<file path="src/inc/pia_pkg.sv">
// Constants of the priority interrupt arbiter: register word indices,
// field positions, reset values and widths.
// Assumes APB byte addresses equal to four times the word index.
package pia_pkg;

    // ------------------------------------------------------------------
    // Sizes
    // ------------------------------------------------------------------
    localparam int PIA_NSRC = 64;
    localparam int PIA_NPRIO = 8;
    localparam int PIA_VBASE_W = 14;
    localparam int PIA_FVH_W = 5;
    localparam int PIA_ADDR_W = 21;
    localparam int PIA_NST = 3;

    // ------------------------------------------------------------------
    // Register word indices (byte address = 4 * index)
    // ------------------------------------------------------------------
    localparam logic [4:0] PIA_IDX_PRIO0 = 5'h00;
    localparam logic [4:0] PIA_IDX_VBASE = 5'h07;
    localparam logic [4:0] PIA_IDX_FM0 = 5'h08;
    localparam logic [4:0] PIA_IDX_FVL0 = 5'h09;
    localparam logic [4:0] PIA_IDX_FVH0 = 5'h0a;
    localparam logic [4:0] PIA_IDX_FM1 = 5'h0b;
    localparam logic [4:0] PIA_IDX_FVL1 = 5'h0c;
    localparam logic [4:0] PIA_IDX_FVH1 = 5'h0d;
    localparam logic [4:0] PIA_IDX_PEND0 = 5'h0e;
    localparam logic [4:0] PIA_IDX_PRIO7 = 5'h12;
    localparam logic [4:0] PIA_IDX_CTRL = 5'h16;
    localparam logic [4:0] PIA_IDX_STAT = 5'h17;
    localparam logic [4:0] PIA_IDX_CLR = 5'h18;
    localparam logic [4:0] PIA_IDX_IEN = 5'h19;

    // ------------------------------------------------------------------
    // Fields and reset values
    // ------------------------------------------------------------------
    localparam int PIA_CTRL_LVL_LSB = 0;
    localparam int PIA_CTRL_FAST_BIT = 2;
    localparam int PIA_CTRL_EN_BIT = 5;
    localparam int PIA_ST_PRESENT = 0;
    localparam int PIA_ST_FAST = 1;
    localparam int PIA_ST_WAKE = 2;
    localparam logic [15:0] PIA_PRIO_RST = 16'h0000;
    localparam logic [13:0] PIA_VBASE_RST = 14'h0000;
    localparam logic [5:0] PIA_FM_RST = 6'h00;
    localparam logic [15:0] PIA_FVL_RST = 16'h0000;
    localparam logic [4:0] PIA_FVH_RST = 5'h00;
    localparam logic PIA_EN_RST = 1'b1;
    localparam logic [63:0] PIA_FIXED_L3 = 64'h0000_0000_0000_0003;

endpackage

</file>
<file path="src/pia_arbiter.sv">
// Priority interrupt arbiter: APB register slave, per-level priority
// encoders, vector address and fast-vector selection, wake request.
// Assumes requests and core mask bits come from logic on pclk.
`timescale 1ns/1ns

module pia_arbiter #(
    parameter logic [63:0] FIXED_L3 = pia_pkg::PIA_FIXED_L3
) (
    // Clock, reset, enable
    input wire logic pclk,
    input wire logic presetn,
    input wire logic ce,
    // APB slave
    input wire logic psel,
    input wire logic penable,
    input wire logic pwrite,
    input wire logic [7:0] paddr,
    input wire logic [31:0] pwdata,
    output logic [31:0] prdata,
    output logic pready,
    output logic pslverr,
    // Interrupt sources
    input wire logic [pia_pkg::PIA_NSRC-1:0] irq_src,
    // Core side
    input wire logic core_mask_bit_high,
    input wire logic core_mask_bit_low,
    output logic core_irq,
    output logic [1:0] core_level,
    output logic [1:0] presented_level,
    output logic [5:0] vector_num,
    output logic [pia_pkg::PIA_ADDR_W-1:0] vector_addr,
    output logic fast_irq,
    // System integration unit
    input wire logic low_power_mode,
    output logic wake_req,
    // Status interrupt
    output logic irq
);
    import pia_pkg::*;

    // ------------------------------------------------------------------
    // Registers
    // ------------------------------------------------------------------
    logic [15:0] prio_ff [PIA_NPRIO];
    logic [PIA_VBASE_W-1:0] vector_base_ff;
    logic [5:0] fast_match_0_ff;
    logic [5:0] fast_match_1_ff;
    logic [15:0] fvl_ff [2];
    logic [PIA_FVH_W-1:0] fvh_ff [2];
    logic arb_en_ff;
    logic [PIA_NST-1:0] st_ff;
    logic [PIA_NST-1:0] ien_ff;
    logic [31:0] prdata_ff;
    logic core_irq_ff;
    logic [1:0] core_level_ff;
    logic [1:0] presented_level_ff;
    logic [5:0] vector_num_ff;
    logic [PIA_ADDR_W-1:0] vector_addr_ff;
    logic fast_ff;
    logic [PIA_NSRC-1:0] wake_snap_ff;
    logic low_power_ff;
    logic wake_prev_ff;

    // ------------------------------------------------------------------
    // Bus decode
    // ------------------------------------------------------------------
    logic [4:0] idx;
    logic mapped;
    logic wr_en;
    logic setup;
    logic [31:0] rd_mux;
    assign idx = paddr[6:2];
    assign setup = psel && !penable && ce;
    assign wr_en = psel && penable && pwrite && ce && mapped;
    assign mapped = !paddr[7] && paddr[1:0] == 2'b00 &&
        (idx <= PIA_IDX_PRIO7 || idx == PIA_IDX_CTRL ||
         idx == PIA_IDX_STAT || idx == PIA_IDX_CLR || idx == PIA_IDX_IEN);

    // Stalled while frozen so no write is lost
    assign pready = ce;
    assign pslverr = psel && penable && !mapped;
    assign prdata = prdata_ff;

    // ------------------------------------------------------------------
    // Level sorting and priority encoding
    // ------------------------------------------------------------------
    logic [PIA_NSRC-1:0] req_lvl [4];
    logic [1:0] field [PIA_NSRC];
    for (genvar s = 0; s < PIA_NSRC; s++) begin : g_src
        assign field[s] = prio_ff[s / 8][2 * (s % 8) +: 2];
        // Field 00 disables a source; fixed sources always sit at level 3
        assign req_lvl[0][s] = irq_src[s] && !FIXED_L3[s] &&
            field[s] == 2'b01;
        assign req_lvl[1][s] = irq_src[s] && !FIXED_L3[s] &&
            field[s] == 2'b10;
        assign req_lvl[2][s] = irq_src[s] && !FIXED_L3[s] &&
            field[s] == 2'b11;
        assign req_lvl[3][s] = irq_src[s] && FIXED_L3[s];
    end
    function automatic logic [5:0] lowest(input logic [63:0] v);
        logic [5:0] r;
        r = 6'h00;
        for (int i = 63; i >= 0; i--) begin
            if (v[i]) begin
                r = 6'(i);
            end
        end
        return r;
    endfunction
    logic [1:0] mask_lvl;
    logic win_any;
    logic [1:0] win_lvl;
    logic [63:0] win_vec;
    logic [5:0] win_num;
    logic win_fast;
    logic [PIA_ADDR_W-1:0] win_addr;
    assign mask_lvl = {core_mask_bit_high, core_mask_bit_low};
    always_comb begin
        win_any = 1'b0;
        win_lvl = 2'd0;
        // Highest pending level at or above the mask wins
        for (int l = 0; l < 4; l++) begin
            if (|req_lvl[l] && 2'(l) >= mask_lvl && arb_en_ff) begin
                win_any = 1'b1;
                win_lvl = 2'(l);
            end
        end
        win_vec = req_lvl[win_lvl];
        win_num = lowest(win_vec);
        // Fast match resolved here, before the core sees the request
        win_fast = win_any && win_lvl == 2'd2 &&
            (win_num == fast_match_0_ff || win_num == fast_match_1_ff);
        win_addr = {1'b0, vector_base_ff, win_num};
        if (win_fast) begin
            win_addr = (win_num == fast_match_0_ff) ? {fvh_ff[0], fvl_ff[0]} :
                {fvh_ff[1], fvl_ff[1]};
        end
    end

    // ------------------------------------------------------------------
    // Core-facing outputs
    // ------------------------------------------------------------------
    always_ff @(posedge pclk or negedge presetn) begin
        if (!presetn) begin
            core_irq_ff <= 1'b0;
            core_level_ff <= 2'd0;
            presented_level_ff <= 2'b00;
            vector_num_ff <= 6'h00;
            vector_addr_ff <= '0;
            fast_ff <= 1'b0;
        end else if (ce) begin
            core_irq_ff <= win_any;
            core_level_ff <= win_lvl;
            vector_num_ff <= win_num;
            vector_addr_ff <= win_addr;
            fast_ff <= win_fast;
            presented_level_ff <= !win_any ? 2'b00 :
                (win_lvl >= 2'd2) ? 2'b11 : win_lvl + 2'd1;
        end
    end
    assign core_irq = core_irq_ff;
    assign core_level = core_level_ff;
    assign presented_level = presented_level_ff;
    assign vector_num = vector_num_ff;
    assign vector_addr = vector_addr_ff;
    assign fast_irq = fast_ff;

    // ------------------------------------------------------------------
    // Low-power wake
    // ------------------------------------------------------------------
    logic [PIA_NSRC-1:0] enabled;
    for (genvar s = 0; s < PIA_NSRC; s++) begin : g_en
        assign enabled[s] = FIXED_L3[s] || field[s] != 2'b00;
    end
    // Snapshot taken on entry; later enables cannot wake the core
    always_ff @(posedge pclk or negedge presetn) begin
        if (!presetn) begin
            low_power_ff <= 1'b0;
            wake_snap_ff <= '0;
        end else if (ce) begin
            low_power_ff <= low_power_mode;
            if (low_power_mode && !low_power_ff) begin
                wake_snap_ff <= enabled;
            end
        end
    end
    // Combinational so it still works once clocks are stopped
    assign wake_req = low_power_mode && low_power_ff &&
        |(irq_src & wake_snap_ff);

    // ------------------------------------------------------------------
    // Register writes
    // ------------------------------------------------------------------
    always_ff @(posedge pclk or negedge presetn) begin
        if (!presetn) begin
            prio_ff <= '{default: PIA_PRIO_RST};
            vector_base_ff <= PIA_VBASE_RST;
            fast_match_0_ff <= PIA_FM_RST;
            fast_match_1_ff <= PIA_FM_RST;
            fvl_ff <= '{default: PIA_FVL_RST};
            fvh_ff <= '{default: PIA_FVH_RST};
            arb_en_ff <= PIA_EN_RST;
            ien_ff <= '0;
        end else if (wr_en) begin
            case (idx)
                PIA_IDX_VBASE: vector_base_ff <= pwdata[PIA_VBASE_W-1:0];
                PIA_IDX_FM0: fast_match_0_ff <= pwdata[5:0];
                PIA_IDX_FVL0: fvl_ff[0] <= pwdata[15:0];
                PIA_IDX_FVH0: fvh_ff[0] <= pwdata[PIA_FVH_W-1:0];
                PIA_IDX_FM1: fast_match_1_ff <= pwdata[5:0];
                PIA_IDX_FVL1: fvl_ff[1] <= pwdata[15:0];
                PIA_IDX_FVH1: fvh_ff[1] <= pwdata[PIA_FVH_W-1:0];
                PIA_IDX_PRIO7: prio_ff[7] <= pwdata[15:0];
                PIA_IDX_CTRL: arb_en_ff <= pwdata[PIA_CTRL_EN_BIT];
                PIA_IDX_IEN: ien_ff <= pwdata[PIA_NST-1:0];
                default: begin
                    if (idx < PIA_IDX_VBASE) begin
                        prio_ff[idx[2:0]] <= pwdata[15:0];
                    end
                end
            endcase
        end
    end

    // ------------------------------------------------------------------
    // Status interrupt: set wins over clear
    // ------------------------------------------------------------------
    logic [PIA_NST-1:0] ev;
    logic [PIA_NST-1:0] clr;
    assign ev[PIA_ST_PRESENT] = win_any && !core_irq_ff;
    assign ev[PIA_ST_FAST] = win_fast && !fast_ff;
    assign ev[PIA_ST_WAKE] = wake_req && !wake_prev_ff;
    assign clr = (wr_en && idx == PIA_IDX_CLR) ? pwdata[PIA_NST-1:0] : '0;
    always_ff @(posedge pclk or negedge presetn) begin
        if (!presetn) begin
            st_ff <= '0;
            wake_prev_ff <= 1'b0;
        end else if (ce) begin
            st_ff <= (st_ff & ~clr) | ev;
            wake_prev_ff <= wake_req;
        end
    end
    assign irq = |(st_ff & ien_ff);

    // ------------------------------------------------------------------
    // Read data, latched in the setup cycle
    // ------------------------------------------------------------------
    always_comb begin
        rd_mux = 32'h0000_0000;
        case (idx)
            PIA_IDX_VBASE: rd_mux[PIA_VBASE_W-1:0] = vector_base_ff;
            PIA_IDX_FM0: rd_mux[5:0] = fast_match_0_ff;
            PIA_IDX_FVL0: rd_mux[15:0] = fvl_ff[0];
            PIA_IDX_FVH0: rd_mux[PIA_FVH_W-1:0] = fvh_ff[0];
            PIA_IDX_FM1: rd_mux[5:0] = fast_match_1_ff;
            PIA_IDX_FVL1: rd_mux[15:0] = fvl_ff[1];
            PIA_IDX_FVH1: rd_mux[PIA_FVH_W-1:0] = fvh_ff[1];
            PIA_IDX_PRIO7: rd_mux[15:0] = prio_ff[7];
            PIA_IDX_CTRL: begin
                rd_mux[PIA_CTRL_LVL_LSB +: 2] = presented_level_ff;
                rd_mux[PIA_CTRL_FAST_BIT] = fast_ff;
                rd_mux[PIA_CTRL_EN_BIT] = arb_en_ff;
            end
            PIA_IDX_STAT: rd_mux[PIA_NST-1:0] = st_ff;
            PIA_IDX_IEN: rd_mux[PIA_NST-1:0] = ien_ff;
            default: begin
                if (idx < PIA_IDX_VBASE) begin
                    rd_mux[15:0] = prio_ff[idx[2:0]];
                end else if (idx >= PIA_IDX_PEND0 && idx < PIA_IDX_PRIO7) begin
                    rd_mux[15:0] = irq_src[16 * (idx - PIA_IDX_PEND0) +: 16];
                end
            end
        endcase
    end
    always_ff @(posedge pclk or negedge presetn) begin
        if (!presetn) begin
            prdata_ff <= 32'h0000_0000;
        end else if (setup) begin
            prdata_ff <= mapped && !pwrite ? rd_mux : 32'h0000_0000;
        end
    end
endmodule // pia_arbiter

</file>
<file path="config.mk">
export PLATFORM = sky130hd
export DESIGN_NAME = pia_arbiter
export DESIGN_NICKNAME = d
export VERILOG_FILES = /design/src/inc/pia_pkg.sv /design/src/pia_arbiter.sv
export SDC_FILE = /design/constraint.sdc
export NUM_CORES = 1
export LEC_CHECK = 0
export BUFFER_PORTS_ARGS = -buffer_cell sky130_fd_sc_hd__buf_2
export CORE_MARGIN = 2
export CORE_UTILIZATION = 46
export CTS_BUF_LIST = sky130_fd_sc_hd__clkbuf_16
export DETAILED_ROUTE_END_ITERATION = 6
export HOLD_SLACK_MARGIN = 0.05
export MAX_ROUTING_LAYER = met4
export PLACE_DENSITY_LB_ADDON = 0.12
export RECOVER_POWER = 25
export SYNTH_ARGS = -nofsm -noshare
export SYNTH_HDL_FRONTEND = slang
export SYNTH_SLANG_ARGS = --single-unit
</file>
<file path="constraint.sdc">
create_clock -name pclk -period 9.62 [get_ports pclk]
set_input_delay 0.481 -clock pclk [delete_from_list [all_inputs] [get_ports pclk]]
set_output_delay 0.481 -clock pclk [all_outputs]
set_load 0.02 [all_outputs]
</file>
==> impl_metrics.py <==
metrics = {
    "status": {
        "outcome": "finished, violations left",
        "violations": "max-capacitance violations, max-slew violations",
    },
    "synthesis": {
        "synth_ff_type": "dfrtp_1",
        "ys_top_cells_by_count": "dfrtp_1, nand2_1, mux2_2, nor2_1, o21ai_0",
        "synthDistinctLibCells": 94,
        "yosys.area.top_type_share_pct": 39.1,
        "syn-cell-area_um2": 20200,
        "ys_seq_area_share_pct": 39.2,
        "synth_cells": 2094,
        "synth_edf_count": 0,
        "synth_area_leaders": "dfrtp_1, mux2_2, mux4_2",
        "yosysMostFrequentCell": "dfrtp_1",
        "async_reset_ff_share_pct": 100,
        "ys_ff_latch": 317,
        "yosys_warnings": 0,
        "synth_top_area_cell": "dfrtp_1",
        "syn-mean-instance-area_um2": 9.66,
    },
    "floorplanning": {
        "initial_core_util_pct": 46.8,
        "dieArea_um2": 45700,
        "rows": 76,
        "io_pins": 182,
        "die_y_um": 214,
        "die_w_um": 214,
        "coreArea_um2": 43300,
    },
    "timing": {
        "rsz0062_at_grt": "false",
        "hold_violations": 0,
        "fin_crit_ns": 7.80,
        "relSlewSlack_pct": -221,
        "tightest_slew_ns": 4.82,
        "hold_ws_ns": 0.210,
        "fin_skew_ns": 0.0407,
        "setup_viol": 0,
        "max_freq_ghz": 0.128,
        "period_share_pct": 81.0,
        "final_max_slew_viol_count": 205,
        "tns_ns": 0,
    },
    "power": {
        "switching_share_pct": 28.0,
        "intPower_uw": 2170,
        "p_sw_uw": 844,
        "cellPowerDensity_nw_per_um2": 134,
        "clkPwrFrac_pct": 44.8,
        "pwr-share-comb_pct": 10.0,
        "leakagePower_uw": 0.00984,
        "ir_drop_v": 0.000137,
        "p_seq_share_pct": 45.2,
    },
    "clocking": {
        "htree_levels": 2,
        "clock-sinks": 317,
        "cts.path.max_buffers": 3,
        "cts_buffers": 36,
        "ctsResizeCount": 0,
        "clkLatencyLatePin_ns": 0.59,
        "clk_pin_slew_ns": 0.06,
        "clockRootBuffer": "clkbuf_16",
        "cts_tree": "done",
    },
    "finish": {
        "multiInputGateArea_um2": 11500,
        "nFillCells": 3997,
        "drive_gt1_share_pct": 22.4,
        "area_delta_synth_final_pct": 11.4,
        "regArea_um2": 7930,
        "nNetsFinal": 2312,
    },
    "global_route": {
        "grt_pass1_vias": 18700,
        "antenna_found_initial": 6,
        "grt_pass1_wl_mm": 145,
        "grt_max_degree": 159,
        "gr-total-overflow": 0,
        "track_usage_pct": 47.5,
    },
    "critical_path": {
        "critPathLaunchType": "flop",
        "crit_fanout": 27,
        "regToRegStartpoint": "field[9]",
        "worstPathRequired_ns": 10.08,
        "r2r-end": "vector_addr[19]",
        "cp.arrival_ns": 8.25,
        "r2r_setup_slack_ns": 1.82,
        "crit_path_end_kind": "flop",
        "crit_type": "reg -> reg",
        "r2r_cells": 16,
    },
    "worst_hold_path": {
        "hold_depth": 2,
        "min_to": "low_power_ff",
        "min_path_type": "in -> reg",
        "min-delay-start": "low_power_mode",
    },
    "routing": {
        "drt-initial-drc-count": 2964,
        "vias_per_cell": 7.18,
        "first_pass_iters": 7,
        "routed_wl_mm": 105,
        "via_count": 20200,
        "ant_nets": 0,
        "drc": 0,
        "wire_per_inst_um": 37.4,
    },
    "placement": {
        "place_congestion": 1.12,
        "io_buffers": 149,
        "place_hpwl_mm": 79.3,
    },
    "run": {
        "maxCapViolCount": 2,
    },
}
==> area by class of cell <==
class | instances | share of cell area [%]
multi-input combinational | 1606 | 51.1
sequential | 317 | 35.2
antenna | 6 | 0.0666
timing repair buffer | 198 | 4.72
inverter | 35 | 0.583
clock inverter | 27 | 1.05
tap | 585 | 3.25
clock buffer | 36 | 4.00
==> routing by layer <==
layer | vias to the layer above | track usage, % | share of wire, %
li1 | 8133 | - | -
met1 | 10100 | 62.5 | 39
met2 | 1591 | 64.2 | 41
met3 | 383 | 13.1 | 12
met4 | 0 | 30.6 | 7.9
met5 | - | - | 0
==> cell families (layout without fill, tap and decap cells) <==
kind of cell    after synthesis  in the layout  share of synthesized area [%]
simple gates                761            761                           19.0
buf+inv                     186            296                           4.31
fa+ha+maj                     5              5                          0.309
compound gates              518            518                           17.8
flops                       317            317                           39.2
other cells                   1             22                         0.0185
xor+xnor                      4              4                          0.173
mux                         302            302                           19.2
==> worst max path at each step <==
stage,startpoint,to,slack [ns],cells after the start
detailed placement,irq_src[54],vector_addr[19],2.15,17
floorplan,irq_src[11],vector_addr[20],4.79,19
finish,field[9],vector_addr[19],1.82,16
global placement,irq_src[54],vector_addr[6],2.14,17
CTS,field[22],vector_addr[19],2.26,16
global route,field[22],vector_addr[11],1.92,17
==> flip-flops by register name, indices dropped and copies added (netlist names) <==
name	flops
st_ff	3
arb_en_ff	1
wake_snap_ff	63
core_level	2
prdata	16
vector_addr	21
vector_num	6
fast_match_1_ff	6
field	128
fvh_ff	10
wake_prev_ff	1
presented_level	2
ien_ff	3
fast_irq	1
core_irq	1
fast_match_0_ff	6
fvl_ff	32
low_power_ff	1
vector_base_ff	14
==> power groups by stage <==
| stage | combinational [uW] | clock (uW) | sequential [uW] |
|---|---|---|---|
| 4_1_cts | 292 | 1360 | 1360 |
| 3_5_place_dp | 290 | 0 | 1390 |
| 6_report | 301 | 1350 | 1360 |
| 2_1_floorplan | 131 | 0 | 1390 |
| 5_1_grt | 311 | 1410 | 1360 |
| 3_3_place_gp | 287 | 0 | 1390 |
==> per-stage QoR <==
| stage | power (uW) | worst slack, ns | cell area, um2 | utilization [%] | cells |
|---|---|---|---|---|---|
| 2_1_floorplan | 1520 | 4.79 | 20300 | - | 2109 |
| 3_3_place_gp | 1670 | 2.14 | 21500 | 49.6 | 2740 |
| 3_5_place_dp | 1680 | 2.15 | 21500 | 49.6 | 2740 |
| 4_1_cts | 3020 | 2.26 | 22600 | 52.2 | 2804 |
| 5_1_grt | 3090 | 1.92 | 22500 | 52.1 | 2810 |
| 6_report | 3020 | 1.82 | 22500 | 52.1 | 2810 |
==> repair_timing <==
item,in CTS,in global routing
endpoints found under the hold margin,78,0
hold buffers,1,0
buffers inserted,0,0
==> critical path, cell delays in order, from the launching register on <==
cell and delay (ns):
dfrtp_1 0.56, nand3_1 0.35, nand4_1 0.30, or4_1 0.36, or4_1 0.90, nand2_2 0.80
o2bb2ai_1 0.69, nor4b_1 0.85, nand4_1 0.41, nor2b_1 0.22, o221a_2 0.29, mux2i_1 0.18
and4_1 0.22, o211a_2 0.20, o211a_2 0.76, mux2i_1 0.42, o21ai_1 0.10
==> cells in the final DEF (no fill, tap or decap), drive strengths merged, types with 10 or more instances in the layout <==
cell type	synthesis	routed
dfrtp	316	316
nand2	230	230
mux2	209	209
nor2	167	167
o21ai	155	155
buf	62	146
nand3	93	93
clkbuf	89	87
nand3b	85	85
a21oi	52	52
mux4	48	48
mux2i	45	45
o22ai	42	42
inv	33	40
nand4	36	36
nor3	34	34
a31oi	27	27
nor2b	26	26
a22oi	24	24
a221oi	20	20
o211ai	18	18
o2111ai	17	17
clkinv	2	17
conb	1	16
a222oi	15	15
or3	15	15
nor4	15	15
a22o	14	14
a211oi	14	14
a2bb2oi	12	12
nand2b	10	10
(Power assumes the default switching activity.)
